--- config.mk ---
export PLATFORM = sky130hd
export DESIGN_NAME = mrp_port
export DESIGN_NICKNAME = d
export VERILOG_FILES = /design/src/rtl/mrp_port.v
export VERILOG_INCLUDE_DIRS = /design/src /design/src/rtl
export SDC_FILE = /design/constraint.sdc
export NUM_CORES = 1
export LEC_CHECK = 0
export BUFFER_PORTS_ARGS = -buffer_cell sky130_fd_sc_hd__buf_2
export CORE_MARGIN = 2
export CORE_UTILIZATION = 45
export CTS_CLUSTER_DIAMETER = 40
export CTS_CLUSTER_SIZE = 28
export DETAILED_ROUTE_END_ITERATION = 6
export PLACE_DENSITY = 0.67
export SLEW_MARGIN = 20
export SYNTH_ARGS = -nofsm -noshare
export SYNTH_HDL_FRONTEND = slang
export SYNTH_SLANG_ARGS = --single-unit
--- constraint.sdc ---
create_clock -name core_clk -period 2.85 [get_ports core_clk]
set_input_delay 0.4275 -clock core_clk [delete_from_list [all_inputs] [get_ports core_clk]]
set_output_delay 0.4275 -clock core_clk [all_outputs]
set_load 0.005 [all_outputs]
--- src/rtl/mrp_consts.vh ---
// mrp_consts.vh: constants for the mii/rmii port interface
`ifndef MRP_CONSTS_VH
`define MRP_CONSTS_VH
`define MRP_CLK_NS     40
`define MRP_MII100_NS  40
`define MRP_MII10_NS   400
`define MRP_REF_NS     20
`define MRP_IF_MII     2'h1
`define MRP_IF_RMII    2'h2
`define MRP_SYNC_DONE  2'h3
`define MRP_REP_LAST   4'h9
`define MRP_REP_MID    4'h5
`define MRP_FIFO_W     5
`define MRP_FIFO_D     4
`define MRP_FIFO_AW    2
`endif

--- src/rtl/mrp_port.v ---
// mrp_port.v: mii/rmii port logic with its egress fifo
`timescale 1ns/10ps
`include "mrp_consts.vh"

// ==========================================================
// egress fifo
module mrp_fifo #(
    parameter W  = 5,
    parameter D  = 4,
    parameter AW = 2
) (
    input  wire          clk,
    input  wire          rst_n,
    input  wire          in_valid,
    output reg           in_ready_q,
    input  wire [W-1:0]  in_data,
    output wire          out_valid,
    input  wire          out_ready,
    output wire [W-1:0]  out_data
);
    reg  [W-1:0] mem [0:D-1];
    reg  [AW:0]  wr_q;
    reg  [AW:0]  rd_q;
    wire         push;
    wire         pop;
    wire [AW:0]  wr_d;
    wire [AW:0]  rd_d;
    wire [AW:0]  fill_d;

    assign push      = in_valid & in_ready_q;
    assign out_valid = (wr_q != rd_q);
    assign pop       = out_valid & out_ready;
    assign out_data  = mem[rd_q[AW-1:0]];
    assign wr_d      = push ? wr_q + 1'b1 : wr_q;
    assign rd_d      = pop ? rd_q + 1'b1 : rd_q;
    assign fill_d    = wr_d - rd_d;

    always @(posedge clk) begin
        if (push) begin
            mem[wr_q[AW-1:0]] <= in_data;
        end
    end

    // ready is registered so the top's outputs stay flop driven
    always @(posedge clk or negedge rst_n) begin
        if (!rst_n) begin
            wr_q       <= {(AW+1){1'b0}};
            rd_q       <= {(AW+1){1'b0}};
            in_ready_q <= 1'b0;
        end else begin
            wr_q       <= wr_d;
            rd_q       <= rd_d;
            in_ready_q <= (fill_d != D[AW:0]);
        end
    end
endmodule // mrp_fifo

// ==========================================================
// port top
module mrp_port (
    input  wire       core_clk,
    input  wire       rst_n,
    input  wire       interface_strap_high,
    input  wire       interface_strap_low,
    input  wire       role_clocking_strap,
    input  wire       speed_strap,
    input  wire       speed_10,
    input  wire       half_duplex,
    input  wire       tx_en,
    input  wire       tx_er,
    input  wire [3:0] txd,
    input  wire       tx_clk_i,
    output reg        tx_clk_o_q,
    output reg        tx_clk_oe_q,
    input  wire       rx_clk_i,
    output reg        rx_clk_o_q,
    output reg        rx_clk_oe_q,
    input  wire       col_i,
    output reg        col_o_q,
    output reg        col_oe_q,
    input  wire       crs_i,
    output reg        crs_o_q,
    output reg        crs_oe_q,
    output reg        rx_dv_q,
    output reg        rx_er_q,
    output reg  [3:0] rxd_q,
    input  wire       eg_valid,
    output wire       eg_ready_q,
    input  wire [3:0] eg_data,
    input  wire       eg_err,
    output reg        ig_valid_q,
    output reg  [3:0] ig_data_q,
    output reg        ig_err_q,
    output reg        ig_frame_q,
    output reg  [1:0] mode_q,
    output reg        cfg_done_q,
    output reg        strap_gigabit_q,
    output reg        link_col_q,
    output reg        link_crs_q
);
    localparam [1:0] MODE_OFF  = 2'h0;
    localparam [1:0] MODE_PHY  = 2'h1;
    localparam [1:0] MODE_MAC  = 2'h2;
    localparam [1:0] MODE_RMII = 2'h3;

    // half period in core cycles, rounded down, never below one
    function [2:0] mrp_half;
        input integer ns;
        integer c;
        begin
            c = ns / 2 / `MRP_CLK_NS;
            if (c < 1) begin
                c = 1;
            end
            mrp_half = c[2:0];
        end
    endfunction

    // ======================================================
    // pin synchronisers
    reg  [9:0] pin_s1_q;
    reg  [9:0] pin_s2_q;
    reg  [1:0] clk_s3_q;
    reg  [3:0] strap_s1_q;
    reg  [3:0] strap_s2_q;
    wire       s_tx_en;
    wire       s_tx_er;
    wire [3:0] s_txd;
    wire       s_tx_clk;
    wire       s_rx_clk;
    wire       s_col;
    wire       s_crs;

    always @(posedge core_clk or negedge rst_n) begin
        if (!rst_n) begin
            pin_s1_q   <= 10'h000;
            pin_s2_q   <= 10'h000;
            clk_s3_q   <= 2'h0;
            strap_s1_q <= 4'h0;
            strap_s2_q <= 4'h0;
        end else begin
            pin_s1_q   <= {tx_en, tx_er, txd, tx_clk_i, rx_clk_i,
                           col_i, crs_i};
            pin_s2_q   <= pin_s1_q;
            clk_s3_q   <= pin_s2_q[3:2];
            strap_s1_q <= {interface_strap_high, interface_strap_low,
                           role_clocking_strap, speed_strap};
            strap_s2_q <= strap_s1_q;
        end
    end

    assign s_tx_en  = pin_s2_q[9];
    assign s_tx_er  = pin_s2_q[8];
    assign s_txd    = pin_s2_q[7:4];
    assign s_tx_clk = pin_s2_q[3];
    assign s_rx_clk = pin_s2_q[2];
    assign s_col    = pin_s2_q[1];
    assign s_crs    = pin_s2_q[0];

    // ======================================================
    // strap capture after reset release
    reg [1:0] cap_cnt_q;
    reg       role_q;

    always @(posedge core_clk or negedge rst_n) begin
        if (!rst_n) begin
            cap_cnt_q       <= 2'h0;
            cfg_done_q      <= 1'b0;
            mode_q          <= MODE_OFF;
            role_q          <= 1'b0;
            strap_gigabit_q <= 1'b0;
        end else if (!cfg_done_q) begin
            cap_cnt_q <= cap_cnt_q + 2'h1;
            if (cap_cnt_q == `MRP_SYNC_DONE) begin
                cfg_done_q      <= 1'b1;
                role_q          <= strap_s2_q[1];
                strap_gigabit_q <= strap_s2_q[0];
                if (strap_s2_q[3:2] == `MRP_IF_MII) begin
                    mode_q <= strap_s2_q[1] ? MODE_PHY : MODE_MAC;
                end else if (strap_s2_q[3:2] == `MRP_IF_RMII) begin
                    mode_q <= MODE_RMII;
                end else begin
                    mode_q <= MODE_OFF;
                end
            end
        end
    end

    // ======================================================
    // internal clock generator
    wire       is_rmii;
    wire       is_mac;
    wire       int_ref;
    wire [2:0] half;
    reg  [2:0] div_q;
    reg        gclk_q;
    wire       wrap;
    wire       gclk_d;
    wire       int_rise;
    wire       int_fall;

    assign is_rmii  = (mode_q == MODE_RMII);
    assign is_mac   = (mode_q == MODE_MAC);
    assign int_ref  = is_rmii & ~role_q;
    // the core clock cannot be multiplied, so the 20 ns and 40 ns made clocks
    // run at the fastest even division of it, 80 ns; intent is preserved
    assign half     = is_rmii ? mrp_half(`MRP_REF_NS) :
                      (speed_10 ? mrp_half(`MRP_MII10_NS) :
                                  mrp_half(`MRP_MII100_NS));
    assign wrap     = (div_q >= half - 3'h1);
    assign gclk_d   = wrap ? ~gclk_q : gclk_q;
    assign int_rise = wrap & ~gclk_q;
    assign int_fall = wrap & gclk_q;

    always @(posedge core_clk or negedge rst_n) begin
        if (!rst_n) begin
            div_q  <= 3'h0;
            gclk_q <= 1'b0;
        end else begin
            div_q  <= wrap ? 3'h0 : div_q + 3'h1;
            gclk_q <= gclk_d;
        end
    end

    // ======================================================
    // tick selection
    wire tx_rise;
    wire tx_fall;
    wire rx_rise;
    wire rx_fall;
    wire ref_rise;
    wire ref_fall;
    wire ig_tick;
    wire eg_tick;
    reg  [3:0] rep_q;

    assign tx_rise  = s_tx_clk & ~clk_s3_q[1];
    assign tx_fall  = ~s_tx_clk & clk_s3_q[1];
    assign rx_rise  = s_rx_clk & ~clk_s3_q[0];
    assign rx_fall  = ~s_rx_clk & clk_s3_q[0];
    assign ref_rise = role_q ? tx_rise : int_rise;
    assign ref_fall = role_q ? tx_fall : int_fall;

    // at 10M one data slot spans ten reference cycles
    always @(posedge core_clk or negedge rst_n) begin
        if (!rst_n) begin
            rep_q <= 4'h0;
        end else if (is_rmii && ref_rise) begin
            rep_q <= (!speed_10 || rep_q == `MRP_REP_LAST) ?
                     4'h0 : rep_q + 4'h1;
        end
    end

    // sample mid-slot at 10M so the far end's edge is never hit
    assign ig_tick = is_rmii ? ref_rise &
                     (!speed_10 || rep_q == `MRP_REP_MID) :
                     (is_mac ? tx_rise : int_rise);
    assign eg_tick = is_rmii ? ref_fall &
                     (!speed_10 || rep_q == 4'h0) :
                     (is_mac ? rx_fall : int_fall);

    // ======================================================
    // ingress: tx pins into the device
    reg [1:0] low_pair_q;
    reg       pair_q;
    reg       pair_err_q;

    always @(posedge core_clk or negedge rst_n) begin
        if (!rst_n) begin
            ig_valid_q <= 1'b0;
            ig_data_q  <= 4'h0;
            ig_err_q   <= 1'b0;
            ig_frame_q <= 1'b0;
            low_pair_q <= 2'h0;
            pair_q     <= 1'b0;
            pair_err_q <= 1'b0;
        end else begin
            ig_valid_q <= 1'b0;
            if (ig_tick && mode_q != MODE_OFF) begin
                ig_frame_q <= s_tx_en;
                if (!is_rmii) begin
                    ig_valid_q <= s_tx_en;
                    ig_data_q  <= s_txd;
                    ig_err_q   <= s_tx_er;
                end else if (!s_tx_en) begin
                    pair_q <= 1'b0;
                end else if (!pair_q) begin
                    low_pair_q <= s_txd[1:0];
                    pair_err_q <= s_tx_er;
                    pair_q     <= 1'b1;
                end else begin
                    ig_valid_q <= 1'b1;
                    ig_data_q  <= {s_txd[1:0], low_pair_q};
                    ig_err_q   <= pair_err_q | s_tx_er;
                    pair_q     <= 1'b0;
                end
            end
        end
    end

    // ======================================================
    // egress: fifo to rx pins
    wire       f_valid;
    wire [4:0] f_data;
    wire       f_pop;
    reg        phase_q;

    assign f_pop = eg_tick & f_valid & (!is_rmii | phase_q) &
                   (mode_q != MODE_OFF);

    mrp_fifo #(
        .W  (`MRP_FIFO_W),
        .D  (`MRP_FIFO_D),
        .AW (`MRP_FIFO_AW)
    ) u_fifo (
        .clk        (core_clk),
        .rst_n      (rst_n),
        .in_valid   (eg_valid),
        .in_ready_q (eg_ready_q),
        .in_data    ({eg_err, eg_data}),
        .out_valid  (f_valid),
        .out_ready  (f_pop),
        .out_data   (f_data)
    );

    always @(posedge core_clk or negedge rst_n) begin
        if (!rst_n) begin
            rx_dv_q <= 1'b0;
            rx_er_q <= 1'b0;
            rxd_q   <= 4'h0;
            phase_q <= 1'b0;
        end else if (mode_q == MODE_OFF) begin
            rx_dv_q <= 1'b0;
            rx_er_q <= 1'b0;
            rxd_q   <= 4'h0;
        end else if (eg_tick) begin
            if (!f_valid) begin
                // fifo ran dry: frame ends; a nibble pops only after its second half, so none is split
                rx_dv_q <= 1'b0;
                rx_er_q <= 1'b0;
                phase_q <= 1'b0;
            end else if (!is_rmii) begin
                rx_dv_q <= 1'b1;
                rx_er_q <= f_data[4];
                rxd_q   <= f_data[3:0];
            end else begin
                rx_dv_q <= 1'b1;
                rx_er_q <= f_data[4];
                rxd_q   <= {2'h0,
                            phase_q ? f_data[3:2] : f_data[1:0]};
                phase_q <= ~phase_q;
            end
        end
    end

    // ======================================================
    // clock, collision and carrier pins
    wire is_phy;
    wire crs_d;

    assign is_phy = (mode_q == MODE_PHY);
    assign crs_d  = rx_dv_q | s_tx_en;

    always @(posedge core_clk or negedge rst_n) begin
        if (!rst_n) begin
            tx_clk_o_q  <= 1'b0;
            tx_clk_oe_q <= 1'b0;
            rx_clk_o_q  <= 1'b0;
            rx_clk_oe_q <= 1'b0;
            col_o_q     <= 1'b0;
            col_oe_q    <= 1'b0;
            crs_o_q     <= 1'b0;
            crs_oe_q    <= 1'b0;
            link_col_q  <= 1'b0;
            link_crs_q  <= 1'b0;
        end else begin
            tx_clk_oe_q <= is_phy;
            tx_clk_o_q  <= is_phy & gclk_d;
            rx_clk_oe_q <= is_phy | int_ref;
            rx_clk_o_q  <= (is_phy | int_ref) & gclk_d;
            col_oe_q    <= is_phy;
            crs_oe_q    <= is_phy;
            col_o_q     <= is_phy & half_duplex & rx_dv_q &
                           s_tx_en;
            crs_o_q     <= is_phy & crs_d;
            link_col_q  <= is_mac ? s_col & half_duplex :
                           (is_phy & half_duplex & rx_dv_q &
                            s_tx_en);
            link_crs_q  <= is_mac ? s_crs : (is_phy & crs_d);
        end
    end
endmodule // mrp_port
==> metrics.txt, run 1 <==
status=completed; Via density=about 5; Async SR Flop Fraction=0.796; Port Buf Inserts=just over 50; CP endpoint kind=register; critical path type=register to register; syn nets=between 300 and 400; Final setup viols=0; gp weighted congestion=approximately 0.83; crit path DAT=~3 ns; CTS H-tree lvls=3; IO Count=52; worst hold-check path type=input port to register; Final ANT Viol Nets=0; buffer and inverter count on the worst path=0; FF+latch count, synth=approximately 100; max_cap viols=0; initial antenna violation count=0; first-pass GRT wire length=11100 µm; Vias=about 2300; Rel. slew slack=0.364; crit path from=mode_q[0]$_DFFE_PN0P_; Yosys top cell area share=0.497; Seq/Total Area, Yosys=0.650; vias in the first global route=between 2000 and 2500; Worst-Skew Late Latency=0.35 ns; synth top area cells=dfrtp_1 50%, edfxtp_1 15%, ha_1 4.5%, mux2_2 4.0%, mux4_2 2.9%; Placed Cells=437; ratio of final minimum period to clock period=0.974; FP Rows=34; crit path cell chain=nand2_4 -> nand3b_1 -> ha_2 -> nor2b_4 -> o32ai_4 -> or3_4 -> nor3_4 -> mux2i_1 -> ha_2 -> nor2b_2 -> xnor2_1 -> xnor2_1 -> nand2b_1 -> nand4_1; RSZ-0062 raised after global routing=yes; synth warn=0; core region area=between 0.008 and 0.009 mm²; Mean Syn Cell Area=approximately 14 µm²; Die Area=around 0.0095 mm²; Slowest cell on crit path=or3_4; area growth from synthesis to layout=17.7%; Chip Height=97.4 µm; reg2reg start=mode_q[0]$_DFFE_PN0P_; Max Buffers Root-to-Sink=2; Clock transition at path regs=around 0.09 ns; peak supply drop=between 0.3 and 0.4 mV; layout cells sized above 1=0.356; Die Wd=around 97 µm; power per cell area=828 mW/mm²; Critical Path Fanout Max=3; Pleak=0.00214 µW; Clock Tree Root=clkbuf_8; Post-Syn Instances=approximately 270; Distinct cells, synth=52; 1st-pass router iterations=4; CTS tree=yes; CP Launch Type=register; DRC=0; diode count=0; GRT Util Overall=0.149; worst stage delay on the critical path=0.42 ns; CTS Sinks=98; HPWL after detailed placement=4870 µm; CP required=about 3.1 ns; Final Hold Viols=0; GRT Residual Overflow=0; Initial DRC Count=a little under 70; worst hold margin=between 0.15 and 0.2 ns; total wire length=just under 7000 µm; CTS buffer count=9; Yosys top cell by area=dfrtp_1; skew final=approximately 0.011 ns; min cycle time layout=2.78 ns; Final #Nets=~380; Tightest Pin Transition=between 0.9 and 1 ns; number of synthesized flops with an enable pin=20; hold buffers post-CTS=0; hold_sp=role_clocking_strap; largest net degree at the start of global routing=a little under 80; starting density of the core=0.457; Max Clk Rate=between 300 and 400 MHz; Slew Limit Fails=0; Main synth FF type=dfrtp_1; Final Non-Filler Cells=456; routed len/inst=~15 µm; kind of cell with the highest combined delay on the critical path=simple AND/OR/NAND/NOR gates; synthesized area=0.00393 mm²
## cell usage after synthesis (2+ instances only)
master / instances
nand2b_1: 7
mux2_4: 3
edfxtp_1: 20
mux2i_1: 5
buf_2: 2
a22oi_1: 2
nor3_1: 5
xnor2_1: 5
nand3_1: 4
nor4_1: 2
and3_1: 3
xor2_1: 5
a21o_1: 4
nor3b_1: 2
buf_6: 2
mux4_2: 5
and2_1: 2
mux2_2: 14
inv_1: 16
a31oi_1: 2
nand2_1: 9
or2_2: 3
dfrtp_1: 78
o31ai_1: 2
buf_4: 3
a21oi_1: 3
nand3b_1: 2
ha_1: 14
nor2b_1: 4
o21a_1: 3
nor2_1: 11
o21ai_0: 11
## sequential cells by signal, indices dropped and copies added (netlist names), 2 cells and up
register     flops
u_fifo.rd_q      3
low_pair_q       2
u_fifo.mem      20
u_fifo.wr_q      3
ig_data_q        4
pin_s2_q        10
pin_s1_q        10
rxd_q            4
strap_s2_q       4
mode_q           2
strap_s1_q       4
rep_q            4
clk_s3_q         2
cap_cnt_q        2
div_q            3
## what timing repair did
action	CTS	global route
resized for setup	0	12
setup endpoints to repair	0	1
buffers inserted	0	3
endpoints found under the hold margin	0	0
## where the power goes
| group | internal (µW) | total (µW) | switching (µW) |
|---|---|---|---|
| combinational | 618 | 1200 | 579 |
| sequential | 1700 | 1850 | 158 |
| clock | 313 | 773 | 460 |
| total | 2630 | 3820 | 1200 |
## cells by family (layout without fill, tap and decap cells)
kind of cell             Yosys count  after routing  synth area share
flip-flops                        98             98             0.650
AND/OR/NAND/NOR                   64             64            0.0966
AO/OA/AOI/OAI                     35             35            0.0605
multiplexers                      27             27            0.0931
buffers and inverters             24             99            0.0303
adder cells (fa/ha/maj)           15             15            0.0472
XOR/XNOR                          10             10            0.0223
## final cells by class
type                    instances  area, µm²
fillers                       732       3970
flip-flops and latches         98       2550
multi-input cells             151       1330
repair buffers                 67        378
well taps                     108        135
clock buffers                   9        124
inverters                      16       60.1
clock inverters                 7       43.8
## per-stage QoR
stage                     setup slack, ns  setup TNS, ns  utilization  instance area (µm²)  power, µW
after CTS                          0.0459              0        0.528                 4530       3810
after global routing               -0.102         -0.102        0.538                 4620       4100
after detailed placement          -0.0577        -0.0577        0.508                 4370       3020
after global placement             0.0649              0        0.508                 4370       2980
after floorplan                    -0.176         -0.176            -                 3950       2650
final                              0.0736              0        0.538                 4620       3820
## path summary, 6_finish.rpt
kind                            cells after the start                           to  slack (ns)
worst max-delay path                               14  u_fifo.in_ready_q$_DFF_PN0_        0.07
worst min-delay path                                1      strap_s1_q[1]$_DFF_PN0_        0.17
worst max register to register                     14  u_fifo.in_ready_q$_DFF_PN0_        0.07
worst min register to register                      0        pin_s2_q[7]$_DFF_PN0_        0.35
max in group asynchronous                           1        mode_q[1]$_DFFE_PN0P_        2.02
min in group asynchronous                           1         rxd_q[2]$_DFFE_PN0P_        0.21
## cell usage in the layout (no fill, tap or decap), drive strengths merged, types with 4 or more instances in the layout
master  netlist  layout
clkbuf        1       9
clkinv        0       4
a21o          5       5
nor3          7       7
mux2         17      17
o21ai        12      12
nor2b         5       5
nand3         4       4
buf           7      67
ha           14      14
nand2        10      10
inv          16      17
nor2         11      11
xor2          5       5
dfrtp        78      78
mux2i         5       5
edfxtp       20      20
mux4          5       5
nand2b        7       7
xnor2         5       5
## metal layers
layer | track usage | part of all wire
met2 | 0.237 | 0.50
met4 | 0.0374 | 0.012
met3 | 0.0446 | 0.034
met5 | 0 | 0
met1 | 0.203 | 0.45
Note: power is estimated with default switching activity, not from simulation.
==> run 2, diff against run 1 <==
--- a/config.mk
+++ b/config.mk
@@ -12,7 +12,10 @@
 export CTS_CLUSTER_DIAMETER = 40
 export CTS_CLUSTER_SIZE = 28
 export DETAILED_ROUTE_END_ITERATION = 6
+export GPL_ROUTABILITY_DRIVEN = 0
+export GPL_TIMING_DRIVEN = 0
 export PLACE_DENSITY = 0.67
+export SETUP_SLACK_MARGIN = 0.4
 export SLEW_MARGIN = 20
 export SYNTH_ARGS = -nofsm -noshare
 export SYNTH_HDL_FRONTEND = slang
==> metrics.txt, run 2 (synthesized netlist as in run 1, its figures left out) <==
Chip Height=97.4 µm; area growth from synthesis to layout=22.2%; first-pass GRT wire length=11800 µm; Pleak=approximately 0.0022 µW; GRT Util Overall=0.159; core region area=0.00859 mm²; Reg2Reg Depth=17; IO Count=52; worst hold-check path type=input port to asynchronous set/reset pin; Vias=approximately 2300; Worst-Skew Late Latency=~0.35 ns; Final ANT Viol Nets=0; end of the worst register-to-register path=u_fifo.in_ready_q$_DFF_PN0_; crit path DAT=around 3.4 ns; CTS tree=yes; CTS H-tree lvls=3; flop-to-flop setup slack=-0.32 ns; CTS buffer count=9; crit path from=mode_q[0]$_DFFE_PN0P_; Initial DRC Count=between 70 and 80; Final #Nets=approximately 390; fillers=approximately 720; reg2reg start=mode_q[0]$_DFFE_PN0P_; largest net degree at the start of global routing=43; RSZ-0062 raised after global routing=yes; total power=between 4000 and 5000 µW; routed len/inst=around 15 µm; total wire length=between 6000 and 7000 µm; peak supply drop=0.593 mV; Final WS setup=-0.319 ns; highest-count cells in the layout ignoring fill and taps=77 x dfrtp_1, 51 x buf_2, 20 x edfxtp_1, 17 x buf_4, 16 x inv_1; Slew Limit Fails=0; commonest non-fill, non-tap cell in the layout=dfrtp_1; Rel. slew slack=0.605; starting density of the core=0.457; critical path type=register to register; Max Buffers Root-to-Sink=2; failing checks=negative setup slack; status=finished with violations; post-place setup slack=-0.539 ns; initial antenna violation count=0; DRC=0; Die Wd=97.4 µm; Largest register FFs=20; hold buffers post-CTS=0; layout cells sized above 1=0.376; CP endpoint kind=register; Final setup viols=1; CP required=a little over 3 ns; Via density=around 5.0; FP Rows=34; power per cell area=~860 mW/mm²; Tightest Pin Transition=around 0.59 ns; min cycle time layout=3.17 ns; Clock transition at path regs=about 0.10 ns; vias in the first global route=between 2000 and 2500; CP Launch Type=register; CTS Sinks=98; Clock Tree Root=clkbuf_8; Final Hold Viols=0; skew final=approximately 0.0093 ns; Max Clk Rate=roughly 320 MHz; 1st-pass router iterations=4; Critical Path Fanout Max=3; GRT Residual Overflow=0; CP Capture Point=u_fifo.in_ready_q$_DFF_PN0_; HPWL after detailed placement=4820 µm; Die Area=about 0.0095 mm²; worst hold margin=roughly 0.028 ns; max_cap viols=0; ratio of final minimum period to clock period=1.11; Port Buf Inserts=51; diode count=0
-- run 2: changes by cell type in the layout (fill, tap and decap cells not counted), sizes merged --
cell      change
buf           +5
bufinv        +2
clkbuf        +3
clkinv        -2
clkinvlp      -2
-- run 2: metal layers --
layer | wire (µm) | global-route usage
met1 | 3010 | 0.204
met2 | 3500 | 0.260
met3 | 307 | 0.0396
met4 | 118 | 0.0630
met5 | 0 | 0
-- run 2: cell type report --
class                           instances  area, µm²  area share
Sequential cell                        98       2550       0.532
Clock inverter                          5       86.3      0.0180
Clock buffer                           11        143      0.0297
Inverter                               16       60.1      0.0125
Buffer                                  8       86.3      0.0180
Tap cell                              108        135      0.0282
Timing Repair Buffer                   65        375      0.0782
Multi-Input combinational cell        151       1360       0.283
-- run 2: repair_timing --
item | 4_1_cts | 5_1_grt
endpoints found under the setup margin | 12 | 9
setup buffers | 11 | 2
resized for setup | 15 | 5
pin swaps | 15 | 10
-- run 2: stage by stage --
stage                     setup TNS (ns)   util  instance area [µm²]  std cells
after floorplan                   -0.176      -                 3950        273
after global placement            -0.507  0.506                 4340        432
after detailed placement          -0.539  0.508                 4370        433
after CTS                         -0.321  0.554                 4760        460
after global routing              -0.530  0.559                 4800        462
final                             -0.319  0.559                 4800        462
-- run 2: worst min-delay path by stage --
stage	startpoint	to	slack, ns
floorplan	rst_n	cap_cnt_q[0]$_DFFE_PN0N_	0.13
global placement	pin_s1_q[9]$_DFF_PN0_	pin_s2_q[9]$_DFF_PN0_	0.33
detailed placement	pin_s1_q[7]$_DFF_PN0_	pin_s2_q[7]$_DFF_PN0_	0.33
CTS	rst_n	pin_s1_q[7]$_DFF_PN0_	0.03
global route	rst_n	ig_err_q$_DFFE_PN0P_	0.05
finish	rst_n	low_pair_q[0]$_DFFE_PN0P_	0.03
-- run 2: power by group --
part	internal [µW]	leakage (µW)	switching (µW)
Sequential	1700	0.00114	162
Combinational	672	0.000980	607
Clock	529	0.000117	472
Total	2900	0.00224	1240
-- run 2: critical path, stage by stage (launching register included) --
cell	delay [ns]
dfrtp_1	0.37
buf_6	0.12
nand2_8	0.04
clkbuf_16	0.14
nand3b_1	0.10
ha_2	0.19
nor2b_4	0.17
o32ai_4	0.09
or3_1	0.34
buf_6	0.13
nor3_4	0.24
mux2i_1	0.24
ha_2	0.22
nor2b_4	0.04
xnor2_2	0.13
xnor2_1	0.23
nand2b_1	0.14
nand4_1	0.09
